==> src/rtl/scr_pkg.sv <==
// Package with the register map, field positions, counts and state codes of the control bank.
package scr_pkg;
   // Secondary word layout.
   localparam int WORD_W = 16;
   localparam int RW_BIT = 13;
   localparam int ADDR_LSB = 8;
   localparam int ADDR_W = 5;
   localparam logic [4:0] CNT_WORD = 5'h10; // Shift clocks in one secondary word.
   localparam logic [4:0] CNT_HDR = 5'h08; // Shift clocks before the data byte starts.
   // Register addresses.
   localparam logic [4:0] ADDR_NOP = 5'h00;
   localparam logic [4:0] ADDR_CTRL1 = 5'h01;
   localparam logic [4:0] ADDR_CTRL2 = 5'h02;
   localparam logic [4:0] ADDR_CTRL3 = 5'h03;
   localparam logic [4:0] ADDR_CTRL4 = 5'h04;
   // Reset values.
   localparam logic [7:0] CTRL1_RST = 8'h00;
   localparam logic [7:0] CTRL2_RST = 8'h00;
   localparam logic [7:0] CTRL3_RST = 8'h00;
   localparam logic [7:0] CTRL4_RST = 8'h00;
   // Field positions of reset_power_input_select.
   localparam int C1_SWRST = 7;
   localparam int C1_PWDN = 6;
   localparam int C1_ADC_AUX = 5;
   localparam int C1_MON_AUX = 4;
   localparam int C1_MONG = 2;
   localparam int C1_DLOOP = 1;
   localparam int C1_DAC16 = 0;
   // Field positions of flag_phone_loopback_config.
   localparam int C2_FLAG = 7;
   localparam int C2_PHONE = 6;
   localparam int C2_OVF = 5;
   localparam int C2_ADC16 = 4;
   localparam int C2_ALOOP = 3;
   // Field positions of frame_delay_slave_count and gain_and_sample_rate.
   localparam int C3_DELAY_W = 6;
   localparam int C3_SLAVE = 6;
   localparam int C4_OGAIN = 0;
   localparam int C4_IGAIN = 2;
   localparam int C4_DIV = 4;
   localparam int C4_EXTCLK = 7;
   // Divisor value selected by a zero field.
   localparam logic [3:0] DIV_ZERO_N = 4'h8;
   // Delayed frame sync sequencer states.
   typedef enum logic [3:0] {
      FSD_IDLE = 4'b0001,
      FSD_COUNT = 4'b0010,
      FSD_PULSE = 4'b0100,
      FSD_WAIT = 4'b1000
   } scr_fsd_state_t;
endpackage

==> src/rtl/scr_word_if.sv <==
// Interface that joins the serial shifter to the register bank.
`timescale 1ns/1ps
`default_nettype none
interface scr_word_if;
   logic word_stb; // One-cycle pulse, a whole secondary word has arrived.
   logic [15:0] word; // Received secondary word.
   logic [7:0] hdr; // Upper byte of the word being received.
   logic [7:0] rd_byte; // Register byte to send back in a read.
   logic phone_mode; // Phone mode is enabled.
   logic sclk_rise; // Shift clock rose this cycle.
   logic fs_fall; // Frame sync fell this cycle.
   modport ser (output word_stb, word, hdr, sclk_rise, fs_fall, input rd_byte, phone_mode);
   modport bank (input word_stb, word, hdr, sclk_rise, fs_fall, output rd_byte, phone_mode);
endinterface
`default_nettype wire

==> src/rtl/scr_ctrl_bank.sv <==
// Control register bank of the codec, reached by secondary serial words.
//
// Behaviour
// - Word bits 12..8 address, 7..0 data.
// - Bit 13 low writes, high reads.
// - Address 0 no-op; 1 to 4 registers.
// - Control one bit 7 self-clearing software reset.
// - Control one bit 6 software power-down.
// - Control one bit 5 selects auxiliary converter input.
// - Control one bit 4 selects auxiliary monitor input.
// - Control one bits 3..2 monitor gain.
// - Control one bit 1 digital loopback.
// - Control one bit 0 selects 16-bit DAC mode.
// - Control two bit 5 reads decimator overflow.
// - Control three low six bits: delay clocks.
// - Control three bits 7..6 slave count.
// - Control four bits 3..2 input gain.
// - Control four bits 1..0 output gain.
// - Control four bits 6..4 divisor, zero means eight.
// - Control four bit 7 external sample clock.
// - Phone mode drives flag outputs from control two.
// - Phone mode routes alternate input to output.
// - Hardware reset returns registers to defaults.
`timescale 1ns/1ps
`default_nettype none
module scr_ctrl_bank (
   input wire logic mclk,
   input wire logic rst_n,
   input wire logic sclk,
   input wire logic frame_sync_n,
   input wire logic din,
   input wire logic sec_frame,
   input wire logic alternate_data_input,
   input wire logic decim_overflow,
   output logic dout,
   output logic dout_oe,
   output logic delayed_frame_sync_n,
   output logic flag0,
   output logic flag1,
   output logic soft_reset,
   output logic soft_powerdown,
   output logic adc_aux_sel,
   output logic monitor_aux_sel,
   output logic [1:0] monitor_gain,
   output logic digital_loopback,
   output logic dac16_mode,
   output logic adc16_mode,
   output logic analog_loopback,
   output logic phone_mode,
   output logic [1:0] slave_count,
   output logic [1:0] input_gain,
   output logic [1:0] output_gain,
   output logic [3:0] sample_divisor,
   output logic ext_sample_clk_en
);
   import scr_pkg::*;

   scr_word_if w (); // Link between shifter and bank.

   logic [7:0] ctrl1_ff; // reset_power_input_select.
   logic [7:0] ctrl2_ff; // flag_phone_loopback_config, bit 5 kept zero.
   logic [7:0] ctrl3_ff; // frame_delay_slave_count.
   logic [7:0] ctrl4_ff; // gain_and_sample_rate.
   logic swrst_ff; // One-cycle software reset pulse.
   logic ovf_ff; // Overflow status sampled every cycle.
   logic flag_ff; // Flag output value.
   logic [3:0] div_ff; // Decoded sample divisor.
   logic fsd_n_ff; // Delayed frame sync, active low.
   logic [5:0] fsd_cnt_ff; // Shift clocks still to wait.
   scr_fsd_state_t fsd_st_ff; // Delayed frame sync sequencer state.
   scr_fsd_state_t nxt_fsd_st; // Its next value.
   logic wr1, wr2, wr3, wr4; // Write strobes per register.
   logic any_wr; // A register write this cycle.

   // True when the word is a write to the given address, upper bits zero.
   function automatic logic wr_to(input logic [15:0] wd, input logic [4:0] addr);
      wr_to = (wd[15:ADDR_LSB] == {3'b000, addr});
   endfunction

   // Byte that a read of the given header returns; others read zero.
   function automatic logic [7:0] rd_sel(input logic [7:0] hd, input logic [7:0] c1,
         input logic [7:0] c2, input logic [7:0] c3, input logic [7:0] c4);
      rd_sel = 8'h00;
      if (hd[7:6] == 2'b00 && hd[RW_BIT - ADDR_LSB]) begin
         case (hd[ADDR_W-1:0])
            ADDR_CTRL1: rd_sel = c1;
            ADDR_CTRL2: rd_sel = c2;
            ADDR_CTRL3: rd_sel = c3;
            ADDR_CTRL4: rd_sel = c4;
            default: rd_sel = 8'h00;
         endcase
      end
   endfunction

   // Serial shifter that frames the secondary words.
   scr_serial u_serial (
      .mclk(mclk),
      .rst_n(rst_n),
      .sclk(sclk),
      .frame_sync_n(frame_sync_n),
      .din(din),
      .sec_frame(sec_frame),
      .alternate_data_input(alternate_data_input),
      .dout(dout),
      .dout_oe(dout_oe),
      .w(w.ser)
   );

   // Write decode; a read or address 0 matches none of them.
   assign wr1 = w.word_stb && wr_to(w.word, ADDR_CTRL1);
   assign wr2 = w.word_stb && wr_to(w.word, ADDR_CTRL2);
   assign wr3 = w.word_stb && wr_to(w.word, ADDR_CTRL3);
   assign wr4 = w.word_stb && wr_to(w.word, ADDR_CTRL4);
   assign any_wr = wr1 || wr2 || wr3 || wr4;

   // Read data, with the live overflow status in place of bit 5.
   assign w.rd_byte = rd_sel(w.hdr, ctrl1_ff,
      {ctrl2_ff[7:6], ovf_ff, ctrl2_ff[4:0]}, ctrl3_ff, ctrl4_ff);
   assign w.phone_mode = ctrl2_ff[C2_PHONE];

   // Register fields driven from the register flops; divisor, flags and reset pulse come from their own flops.
   assign soft_reset = swrst_ff;
   assign soft_powerdown = ctrl1_ff[C1_PWDN];
   assign adc_aux_sel = ctrl1_ff[C1_ADC_AUX];
   assign monitor_aux_sel = ctrl1_ff[C1_MON_AUX];
   assign monitor_gain = ctrl1_ff[C1_MONG +: 2];
   assign digital_loopback = ctrl1_ff[C1_DLOOP];
   assign dac16_mode = ctrl1_ff[C1_DAC16];
   assign adc16_mode = ctrl2_ff[C2_ADC16];
   assign analog_loopback = ctrl2_ff[C2_ALOOP];
   assign phone_mode = ctrl2_ff[C2_PHONE];
   assign slave_count = ctrl3_ff[C3_SLAVE +: 2];
   assign input_gain = ctrl4_ff[C4_IGAIN +: 2];
   assign output_gain = ctrl4_ff[C4_OGAIN +: 2];
   assign ext_sample_clk_en = ctrl4_ff[C4_EXTCLK];
   assign sample_divisor = div_ff;
   assign flag0 = flag_ff;
   assign flag1 = flag_ff;
   assign delayed_frame_sync_n = fsd_n_ff;

   // Control one; a set reset bit clears the whole bank and is never stored.
   always_ff @(posedge mclk) begin
      if (!rst_n) begin
         ctrl1_ff <= CTRL1_RST;
      end else if (wr1 && w.word[C1_SWRST]) begin
         ctrl1_ff <= CTRL1_RST;
      end else if (wr1) begin
         ctrl1_ff <= {1'b0, w.word[6:0]};
      end
   end

   // Control two; the overflow bit is status and is not stored.
   always_ff @(posedge mclk) begin
      if (!rst_n) begin
         ctrl2_ff <= CTRL2_RST;
      end else if (wr1 && w.word[C1_SWRST]) begin
         ctrl2_ff <= CTRL2_RST;
      end else if (wr2) begin
         ctrl2_ff <= {w.word[7:6], 1'b0, w.word[4:0]};
      end
   end

   // Control three holds the delay count and the slave count.
   always_ff @(posedge mclk) begin
      if (!rst_n) begin
         ctrl3_ff <= CTRL3_RST;
      end else if (wr1 && w.word[C1_SWRST]) begin
         ctrl3_ff <= CTRL3_RST;
      end else if (wr3) begin
         ctrl3_ff <= w.word[7:0];
      end
   end

   // Control four holds gains, divisor and the external clock enable.
   always_ff @(posedge mclk) begin
      if (!rst_n) begin
         ctrl4_ff <= CTRL4_RST;
      end else if (wr1 && w.word[C1_SWRST]) begin
         ctrl4_ff <= CTRL4_RST;
      end else if (wr4) begin
         ctrl4_ff <= w.word[7:0];
      end
   end

   // Software reset pulse, one cycle, then it ends on its own.
   always_ff @(posedge mclk) begin
      if (!rst_n) begin
         swrst_ff <= 1'b0;
      end else begin
         swrst_ff <= wr1 && w.word[C1_SWRST];
      end
   end

   // Status sample, flag pins and decoded divisor.
   always_ff @(posedge mclk) begin
      if (!rst_n) begin
         ovf_ff <= 1'b0;
         flag_ff <= 1'b0;
         div_ff <= DIV_ZERO_N;
      end else begin
         ovf_ff <= decim_overflow;
         flag_ff <= ctrl2_ff[C2_PHONE] && ctrl2_ff[C2_FLAG];
         if (ctrl4_ff[C4_DIV +: 3] == 3'h0) begin
            div_ff <= DIV_ZERO_N;
         end else begin
            div_ff <= {1'b0, ctrl4_ff[C4_DIV +: 3]};
         end
      end
   end

   // Next state of the delayed frame sync sequencer.
   always_comb begin
      nxt_fsd_st = fsd_st_ff;
      case (fsd_st_ff)
         FSD_IDLE: begin
            if (w.fs_fall && ctrl3_ff[C3_DELAY_W-1:0] == 6'h00) begin
               nxt_fsd_st = FSD_PULSE;
            end else if (w.fs_fall) begin
               nxt_fsd_st = FSD_COUNT;
            end
         end
         FSD_COUNT: begin
            if (frame_sync_n && !w.sclk_rise) begin
               nxt_fsd_st = FSD_IDLE;
            end else if (w.sclk_rise && fsd_cnt_ff == 6'h01) begin
               nxt_fsd_st = FSD_PULSE;
            end
         end
         FSD_PULSE: begin
            if (w.sclk_rise) begin
               nxt_fsd_st = FSD_WAIT;
            end
         end
         FSD_WAIT: begin
            if (frame_sync_n) begin
               nxt_fsd_st = FSD_IDLE;
            end
         end
         default: nxt_fsd_st = FSD_IDLE;
      endcase
   end

   // Counts shift clocks after frame sync and drives the delayed pulse.
   always_ff @(posedge mclk) begin
      if (!rst_n || swrst_ff) begin
         fsd_st_ff <= FSD_IDLE;
         fsd_cnt_ff <= 6'h00;
         fsd_n_ff <= 1'b1;
      end else begin
         fsd_st_ff <= nxt_fsd_st;
         if (w.fs_fall) begin
            fsd_cnt_ff <= ctrl3_ff[C3_DELAY_W-1:0];
         end else if (fsd_st_ff == FSD_COUNT && w.sclk_rise) begin
            fsd_cnt_ff <= fsd_cnt_ff - 6'h01;
         end
         fsd_n_ff <= !(nxt_fsd_st == FSD_PULSE);
      end
   end

   // Helper for checking: shift clock rises since the frame sync fell.
   logic [6:0] since_fs_ff;
   always_ff @(posedge mclk) begin
      if (!rst_n) begin
         since_fs_ff <= 7'h00;
      end else if (w.fs_fall) begin
         since_fs_ff <= 7'h00;
      end else if (w.sclk_rise && since_fs_ff != 7'h7f) begin
         since_fs_ff <= since_fs_ff + 7'h01;
      end
   end

   // Helper for checking: the delay count in force for this frame. A write to control
   // three inside the frame must not move the expected pulse position.
   logic [5:0] fs_delay_ff;
   always_ff @(posedge mclk) begin
      if (!rst_n) begin
         fs_delay_ff <= 6'h00;
      end else if (w.fs_fall) begin
         fs_delay_ff <= ctrl3_ff[C3_DELAY_W-1:0];
      end
   end
endmodule
`default_nettype wire

==> src/rtl/scr_serial.sv <==
// Serial shifter that receives secondary words and drives the data output.
`timescale 1ns/1ps
`default_nettype none
module scr_serial (
   input wire logic mclk,
   input wire logic rst_n,
   input wire logic sclk,
   input wire logic frame_sync_n,
   input wire logic din,
   input wire logic sec_frame,
   input wire logic alternate_data_input,
   output logic dout,
   output logic dout_oe,
   scr_word_if.ser w
);
   import scr_pkg::*;

   logic sclk_q_ff; // Shift clock of the previous cycle.
   logic fs_q_ff; // Frame sync of the previous cycle.
   logic [15:0] shift_ff; // Incoming bits, first bit ends at the top.
   logic [4:0] cnt_ff; // Bits taken in this frame.
   logic [7:0] hdr_ff; // Upper byte, held once eight bits are in.
   logic stb_ff; // Word complete pulse.
   logic sclk_fall;

   assign sclk_fall = !sclk && sclk_q_ff;
   assign w.sclk_rise = sclk && !sclk_q_ff;
   assign w.fs_fall = !frame_sync_n && fs_q_ff;
   assign w.word = shift_ff;
   assign w.word_stb = stb_ff;
   assign w.hdr = hdr_ff;

   // Remembers the serial pins one cycle back for edge detection.
   always_ff @(posedge mclk) begin
      if (!rst_n) begin
         sclk_q_ff <= 1'b0;
         fs_q_ff <= 1'b1;
      end else begin
         sclk_q_ff <= sclk;
         fs_q_ff <= frame_sync_n;
      end
   end

   // Takes a bit on each of the first 16 falling shift clocks inside a secondary frame.
   always_ff @(posedge mclk) begin
      if (!rst_n) begin
         shift_ff <= 16'h0000;
         cnt_ff <= 5'h00;
         hdr_ff <= 8'h00;
         stb_ff <= 1'b0;
      end else begin
         stb_ff <= 1'b0;
         if (frame_sync_n || !sec_frame) begin
            cnt_ff <= 5'h00;
         end else if (sclk_fall && cnt_ff != CNT_WORD) begin
            shift_ff <= {shift_ff[14:0], din};
            cnt_ff <= cnt_ff + 5'h01;
            if (cnt_ff == CNT_HDR - 5'h01) begin
               hdr_ff <= {shift_ff[6:0], din};
            end
            if (cnt_ff == CNT_WORD - 5'h01) begin
               stb_ff <= 1'b1;
            end
         end
      end
   end

   // Drives the output pin; phone mode passes the alternate input through.
   always_ff @(posedge mclk) begin
      if (!rst_n) begin
         dout <= 1'b0;
         dout_oe <= 1'b0;
      end else begin
         dout_oe <= !frame_sync_n && sec_frame;
         if (w.phone_mode) begin
            dout <= alternate_data_input;
         end else if (cnt_ff >= CNT_HDR && cnt_ff < CNT_WORD && hdr_ff[RW_BIT - ADDR_LSB]) begin
            dout <= w.rd_byte[~cnt_ff[2:0]];
         end else begin
            dout <= 1'b0;
         end
      end
   end
endmodule
`default_nettype wire

==> config.mk <==
export PLATFORM = sky130hd
export DESIGN_NAME = scr_ctrl_bank
export DESIGN_NICKNAME = d
export VERILOG_FILES = /design/src/rtl/scr_pkg.sv /design/src/rtl/scr_word_if.sv /design/src/rtl/scr_ctrl_bank.sv /design/src/rtl/scr_serial.sv
export SDC_FILE = /design/constraint.sdc
export NUM_CORES = 1
export LEC_CHECK = 0
export BUFFER_PORTS_ARGS = -buffer_cell sky130_fd_sc_hd__buf_2
export CORE_AREA = 2 2 101 103
export CTS_CLUSTER_DIAMETER = 50
export DETAILED_ROUTE_END_ITERATION = 12
export DIE_AREA = 0 0 103 105
export SETUP_SLACK_MARGIN = 0.05
export SLEW_MARGIN = 15
export SYNTH_ARGS = -nofsm -noshare
export SYNTH_HDL_FRONTEND = slang
export SYNTH_SLANG_ARGS = --single-unit
==> constraint.sdc <==
create_clock -name mclk -period 1.9 [get_ports mclk]
set_input_delay 0.095 -clock mclk [delete_from_list [all_inputs] [get_ports mclk]]
set_output_delay 0.095 -clock mclk [all_outputs]
set_load 0.02 [all_outputs]
* Yosys cells after proc, flatten, opt, wreduce, memory -nomap -nowiden
Index checks and enable logic that the tools add are counted.
Word-level totals: bits of input ports 8, bits in writable memories 0, bits in read-only memories 0, flip-flop bits (word level) 82, bits in latches 0, output and inout bits 27, memories kept 0, word-level logic and storage cells 100
Operators by class: multiplexer cells 17, bitwise gates (word level) 4, eq/ne operators 17, add/sub/neg operators 2, multipliers 0, reduce and logical (&&, ||, !) cells 37, divide/modulo/power cells 0, $lt $le $gt $ge 3, shift operators 0
Operators by type and width (number):
- $pmux 8 s4 | 1
- $mux 4 | 7
- $logic_and 1x1->1 | 18
- $eq 8x2->1 const B | 2
- $pmux 4 s4 | 1
- $mux 6 | 2
- $eq 5x2->1 const B | 2
- $eq 5x3->1 const B | 2
- $eq 4x3->1 const B | 2
- $eq 8x1->1 const B | 1
- $eq 8x3->1 const B | 1
- $mux 8 | 1
- $logic_not 1->1 | 7
- $eq 6x1->1 const B | 1
- $logic_not 6->1 | 1
- $reduce_or 2->1 | 3
- $sub 6x1->6 const B | 1
- $add 5x1->5 const B | 1
- $eq 5x1->1 const B | 1
- $eq 5x4->1 const B | 1
- $ge 5x4->1 const B | 1
- $lt 5x5->1 const B | 1
- $ne 5x5->1 const B | 1
- $eq 4x1->1 const B | 1
- other kinds (14) | 20

* Longest topological paths before layout
depth in word-level cells 8, depth in mapped cells 8, mapped depth without buffers 6

* Cells and area by module
Synthesis repeated with hierarchy kept, for this count alone.
Second synthesis, totals: cell total of the unflattened synthesis 421, area total of the unflattened synthesis 3862.5 um^2
Modules (own cells, without submodules):
- scr_ctrl_bank | sequential area each 960.9 um^2, instances 1, area each 2356.0 um^2, cells an instance 255
- scr_serial | sequential area each 680.7 um^2, instances 1, area each 1506.4 um^2, cells an instance 166

* Worst setup path after synthesis
Ideal clock, no wire load.
kind flip-flop to flip-flop, start point reg u_serial.cnt_ff[0], end point reg u_serial.hdr_ff[0] (netlist: u_serial.w.hdr[0]), stages on the path, launching flop included 9, setup slack -0.137 ns, arrival 1.920 ns, period minus slack after synthesis 2.037 ns, buffers on the path 2, setup time 0.117 ns, data required time 1.783 ns, cell sequence dfxtp_1 -> clkbuf_1 -> inv_1 -> ha_1 -> a311oi_1 -> buf_2 -> nand4_2 -> mux2i_1 -> nor2b_1
Between the ends: longest elaborated chain between the ends 3, elaborated cells on any way between the ends 4, those cells by class eq/ne: 2; reduce/logical: 2
Ends and longest elaborated chain:
- start, declared | RTL line scr_serial.sv:21 | logic [4:0] cnt_ff;
- start signal, assigned | RTL line scr_serial.sv:57 | cnt_ff <= cnt_ff + 5'h01;
- $ne 5x5->1 | RTL line scr_serial.sv:55 | end else if (sclk_fall && cnt_ff != CNT_WORD) begin
- $logic_and 1x1->1 | RTL line scr_serial.sv:55
- $reduce_and 3->1 (no source line) (*)
- end signal, assigned | RTL line scr_serial.sv:59 | hdr_ff <= {shift_ff[6:0], din};
- end, declared | RTL line scr_serial.sv:22 | logic [7:0] hdr_ff;
Mark *: on every way between the ends. The rest lies on a longest branch, timed or not. A chain may end at the register's enable or synchronous reset.

* Worst setup path after layout
start point reg u_serial.shift_ff[11] (netlist: u_serial.w.word[11]), end point reg ctrl3_ff[3]
Between the ends: longest elaborated chain between the ends 4, elaborated cells on any way between the ends 6, those cells by class eq/ne: 2; reduce/logical: 4
Ends and longest elaborated chain:
- start, declared | RTL line scr_serial.sv:20 | logic [15:0] shift_ff;
- start signal, assigned | RTL line scr_serial.sv:56 | shift_ff <= {shift_ff[14:0], din};
- $eq 8x1->1 | RTL line scr_ctrl_bank.sv:77 | wr_to = (wd[15:ADDR_LSB] == {3'b000, addr});
- $logic_and 1x1->1 | RTL line scr_ctrl_bank.sv:110 | assign wr1 = w.word_stb && wr_to(w.word, ADDR_CTRL1);
- $logic_and 1x1->1 | RTL line scr_ctrl_bank.sv:167 | end else if (wr1 && w.word[C1_SWRST]) begin
- $reduce_or 2->1 (no source line)
- end signal, assigned | RTL line scr_ctrl_bank.sv:170 | ctrl3_ff <= w.word[7:0];
- end, declared | RTL line scr_ctrl_bank.sv:62 | logic [7:0] ctrl3_ff;
Several ways; a longest one is shown, not always the timed one.

==> results by group <==
STA
  – Final Hold Vio Count: 0
  – RSZ-0062 raised after global routing: true
  – Slew headroom: between 60 and 70%
  – Layout Skew: 0.0141 ns
  – Fin. max-slew vios: 0
  – Fmax: 513 MHz
  – Period Utilization, post-route: 103%
  – Worst-Margin Slew: 0.531 ns
  – Period minus WS final: 1.95 ns
  – Worst Slack Setup Final: -0.0488 ns
  – Final setup viols: 13

Routing
  – Router iterations before antenna repair: 5
  – Routed len/inst: about 16 µm
  – Residual DRC count: 0
  – Via count: roughly 3000
  – Post-DR vias/cell: a little over 5
  – Final WL: between 9000 and 10000 µm
  – Post-DRT Antenna Nets: 0
  – Initial drt markers: 130

Pwr
  – Peak supply drop: approximately 0.00040 V
  – P_leak: between 1.5 and 2 nW
  – Pwr per Cell Area: just under 700 mW/mm²

Outcome
  – Outcome: complete, but fails checks
  – Failing checks: setup timing

Layout
  – Post-layout nets: around 460
  – Most common cell after layout, fill and taps aside: dfxtp_1
  – Antenna diodes: 0
  – Layout Utilization: between 40% and 50%
  – Commonest cells after routing, fill and taps aside: 82 x dfxtp_1, 53 x mux2i_1, 42 x nor2_1
  – Area Overhead vs Synth: 22.0%
  – Fill cell count: between 900 and 1000
  – Fraction of layout cells with a size suffix above 1: roughly a quarter

GRT
  – Grt total ovfl: 0
  – Met1 Track Usage GR: roughly a quarter
  – Vias in the first global route: 2920
  – All-Layer GR Usage: a little under a fifth
  – M3 GR Usage: about 4.1%
  – Met2 Usage GRT: 28.2%
  – First-pass GRT wire length: between 15000 and 20000 µm
  – Gr busiest metal: met2
  – Initial antenna violation count: 0
  – Largest net degree at the start of global routing: 29

Synth
  – Post-synth EDFFs: 0
  – Synth unique cells: 55
  – Post-synthesis sequential area ratio: 42.9%
  – Syn Std Cell Area: approximately 0.0038 mm²
  – Synth Flop Type: dfxtp_1
  – Synthesis Warnings: 0
  – Net Count, Synth: between 400 and 500
  – Async set or reset register ratio after synthesis: 0%
  – Synthesized area per cell: slightly below 10 µm²
  – Post-Syn Instances: around 390
  – Seq cells post-synth: a little over 80

Clock network
  – CTS Root Cell: clkbuf_8
  – Setup bufs post-CTS: 0
  – CTS H-Tree Depth: 3
  – Buffer depth of the longest clock path: 2
  – CTS Sinks: 82
  – CTS tree: built
  – Clock latency on the worst-skew pair: approximately 0.36 ns
  – Total CTS buffers: 9
  – Worst-path clk slew: roughly 0.090 ns

Floorplanning
  – Initial Utilization: about two fifths
  – Die height: ~110 µm
  – Core Rows: 36
  – IO Pins: 35
  – Die Width: 103 µm
  – Core Region: around 0.0096 mm²
  – Die area: 0.0108 mm²

Worst setup path
  – Data required, critical path: between 2 and 2.5 ns
  – Critical path arrival: 2.21 ns
  – Crit end category: register
  – Critical path type: register to register
  – Critical path peak fanout: 8
  – Critical Path Start Type: register

Place
  – RD Place Congestion: roughly 0.87
  – Buffers on Ports: 34
  – Hpwl dp: 6550 µm
  – Pre-CTS setup slack: -0.0858 ns

Flow run
  – Number of max-cap violations: 0

Hold path
  – Worst hold path type: primary input to register
-- synthesized netlist by cell type (6+ instances only) --
master     n  share of area [%]
nand2b_1  10                1.6
xor2_1     7                1.6
mux2i_1   56                 15
a21oi_1    7               0.92
a211oi_1   7                1.4
dfxtp_1   82                 43
buf_4      9                1.8
clkbuf_1  11                1.1
a31oi_1    6               0.98
nand3_1   12                1.6
nor2_1    42                4.1
inv_1     10               0.98
and2_1     6               0.98
nand2_1   11                1.1
nor2b_1   26                4.3
-- worst max-delay path, stage by stage (launching register included) --
cell and delay, ns:
dfxtp_1 0.32, or4_4 0.53, or2_4 0.27, and4bb_2 0.33
buf_12 0.14, mux2i_2 0.22, nor2_2 0.04
-- sequential cells by signal, indices dropped and copies added, names as in the netlist, 4 cells and up --
name / count
ctrl1_ff: 7
ctrl2_ff: 7
ctrl3_ff: 8
ctrl4_ff: 8
fsd_cnt_ff: 6
fsd_st_ff: 4
sample_divisor: 4
u_serial.cnt_ff: 5
u_serial.w.hdr: 8
u_serial.w.word: 16
-- report_power, final --
| group | leakage [nW] | switching, W | internal (W) | total, W |
|---|---|---|---|---|
| Combinational | 1.04 | 0.0000961 | 0.0000851 | 0.000181 |
| Sequential | 0.663 | 0.0000128 | 0.00174 | 0.00175 |
| Clock | 0.0962 | 0.000651 | 0.000651 | 0.00130 |
-- layout make-up --
| type | count | area (µm²) | share of cell area, % |
|---|---|---|---|
| Multi-Input combinational cell | 273 | 2080 | 44.5 |
| Sequential cell | 82 | 1640 | 35.2 |
| Inverter | 10 | 37.5 | 0.804 |
| Tap cell | 133 | 166 | 3.56 |
| Clock buffer | 11 | 141 | 3.03 |
| Timing Repair Buffer | 72 | 544 | 11.7 |
| Clock inverter | 5 | 62.6 | 1.34 |
-- what timing repair did --
action / CTS / global route
resized for setup: 5 / 13
setup endpoints to repair: 32 / 34
pin swaps: 2 / 3
hold buffers: 2 / 0
hold endpoints to repair: 2 / 0
gates cloned: 0 / 2
-- kinds of logic (layout without fill, tap and decap cells) --
family	after synthesis	in the layout	share of synthesized area [%]
AND/OR/NAND/NOR	156	156	24.0
flip-flops	82	82	42.9
multiplexers	61	61	16.1
AO/OA/AOI/OAI	42	42	7.62
buffers and inverters	39	98	5.62
XOR/XNOR	9	9	2.06
adder cells (fa/ha/maj)	5	5	1.64
-- through the flow --
stage	TNS, ns	total power [W]	instances	hold slack [ns]	cell area [µm²]
floorplan	-0.000107	0.00190	394	0.181	3840
global placement	-0.303	0.00195	566	0.327	4300
detailed placement	-0.616	0.00195	566	0.334	4300
CTS	-0.421	0.00325	584	0.0171	4550
global route	-1.89	0.00336	586	0.0317	4670
finish	-0.280	0.00323	586	0.0207	4670
-- metal layers --
layer	wire length (µm)	vias to the layer above	share of wire, %
li1	-	1476	-
met1	4440	1412	48
met2	4330	59	47
met3	318	18	3.4
met4	218	0	2.3
met5	0	-	0
-- worst paths after layout --
path	start	to	slack [ns]	cells past startpoint
max	u_serial.w.word[11]$_SDFFE_PN0P_	ctrl3_ff[3]$_SDFFE_PP0P_	-0.05	6
min	din	u_serial.w.word[0]$_SDFFE_PN0P_	0.02	3
max reg2reg	u_serial.w.word[11]$_SDFFE_PN0P_	ctrl3_ff[3]$_SDFFE_PP0P_	-0.05	6
min reg2reg	ctrl2_ff[1]$_SDFFE_PP0P_	ctrl2_ff[1]$_SDFFE_PP0P_	0.50	2
(Power assumes the default switching activity.)
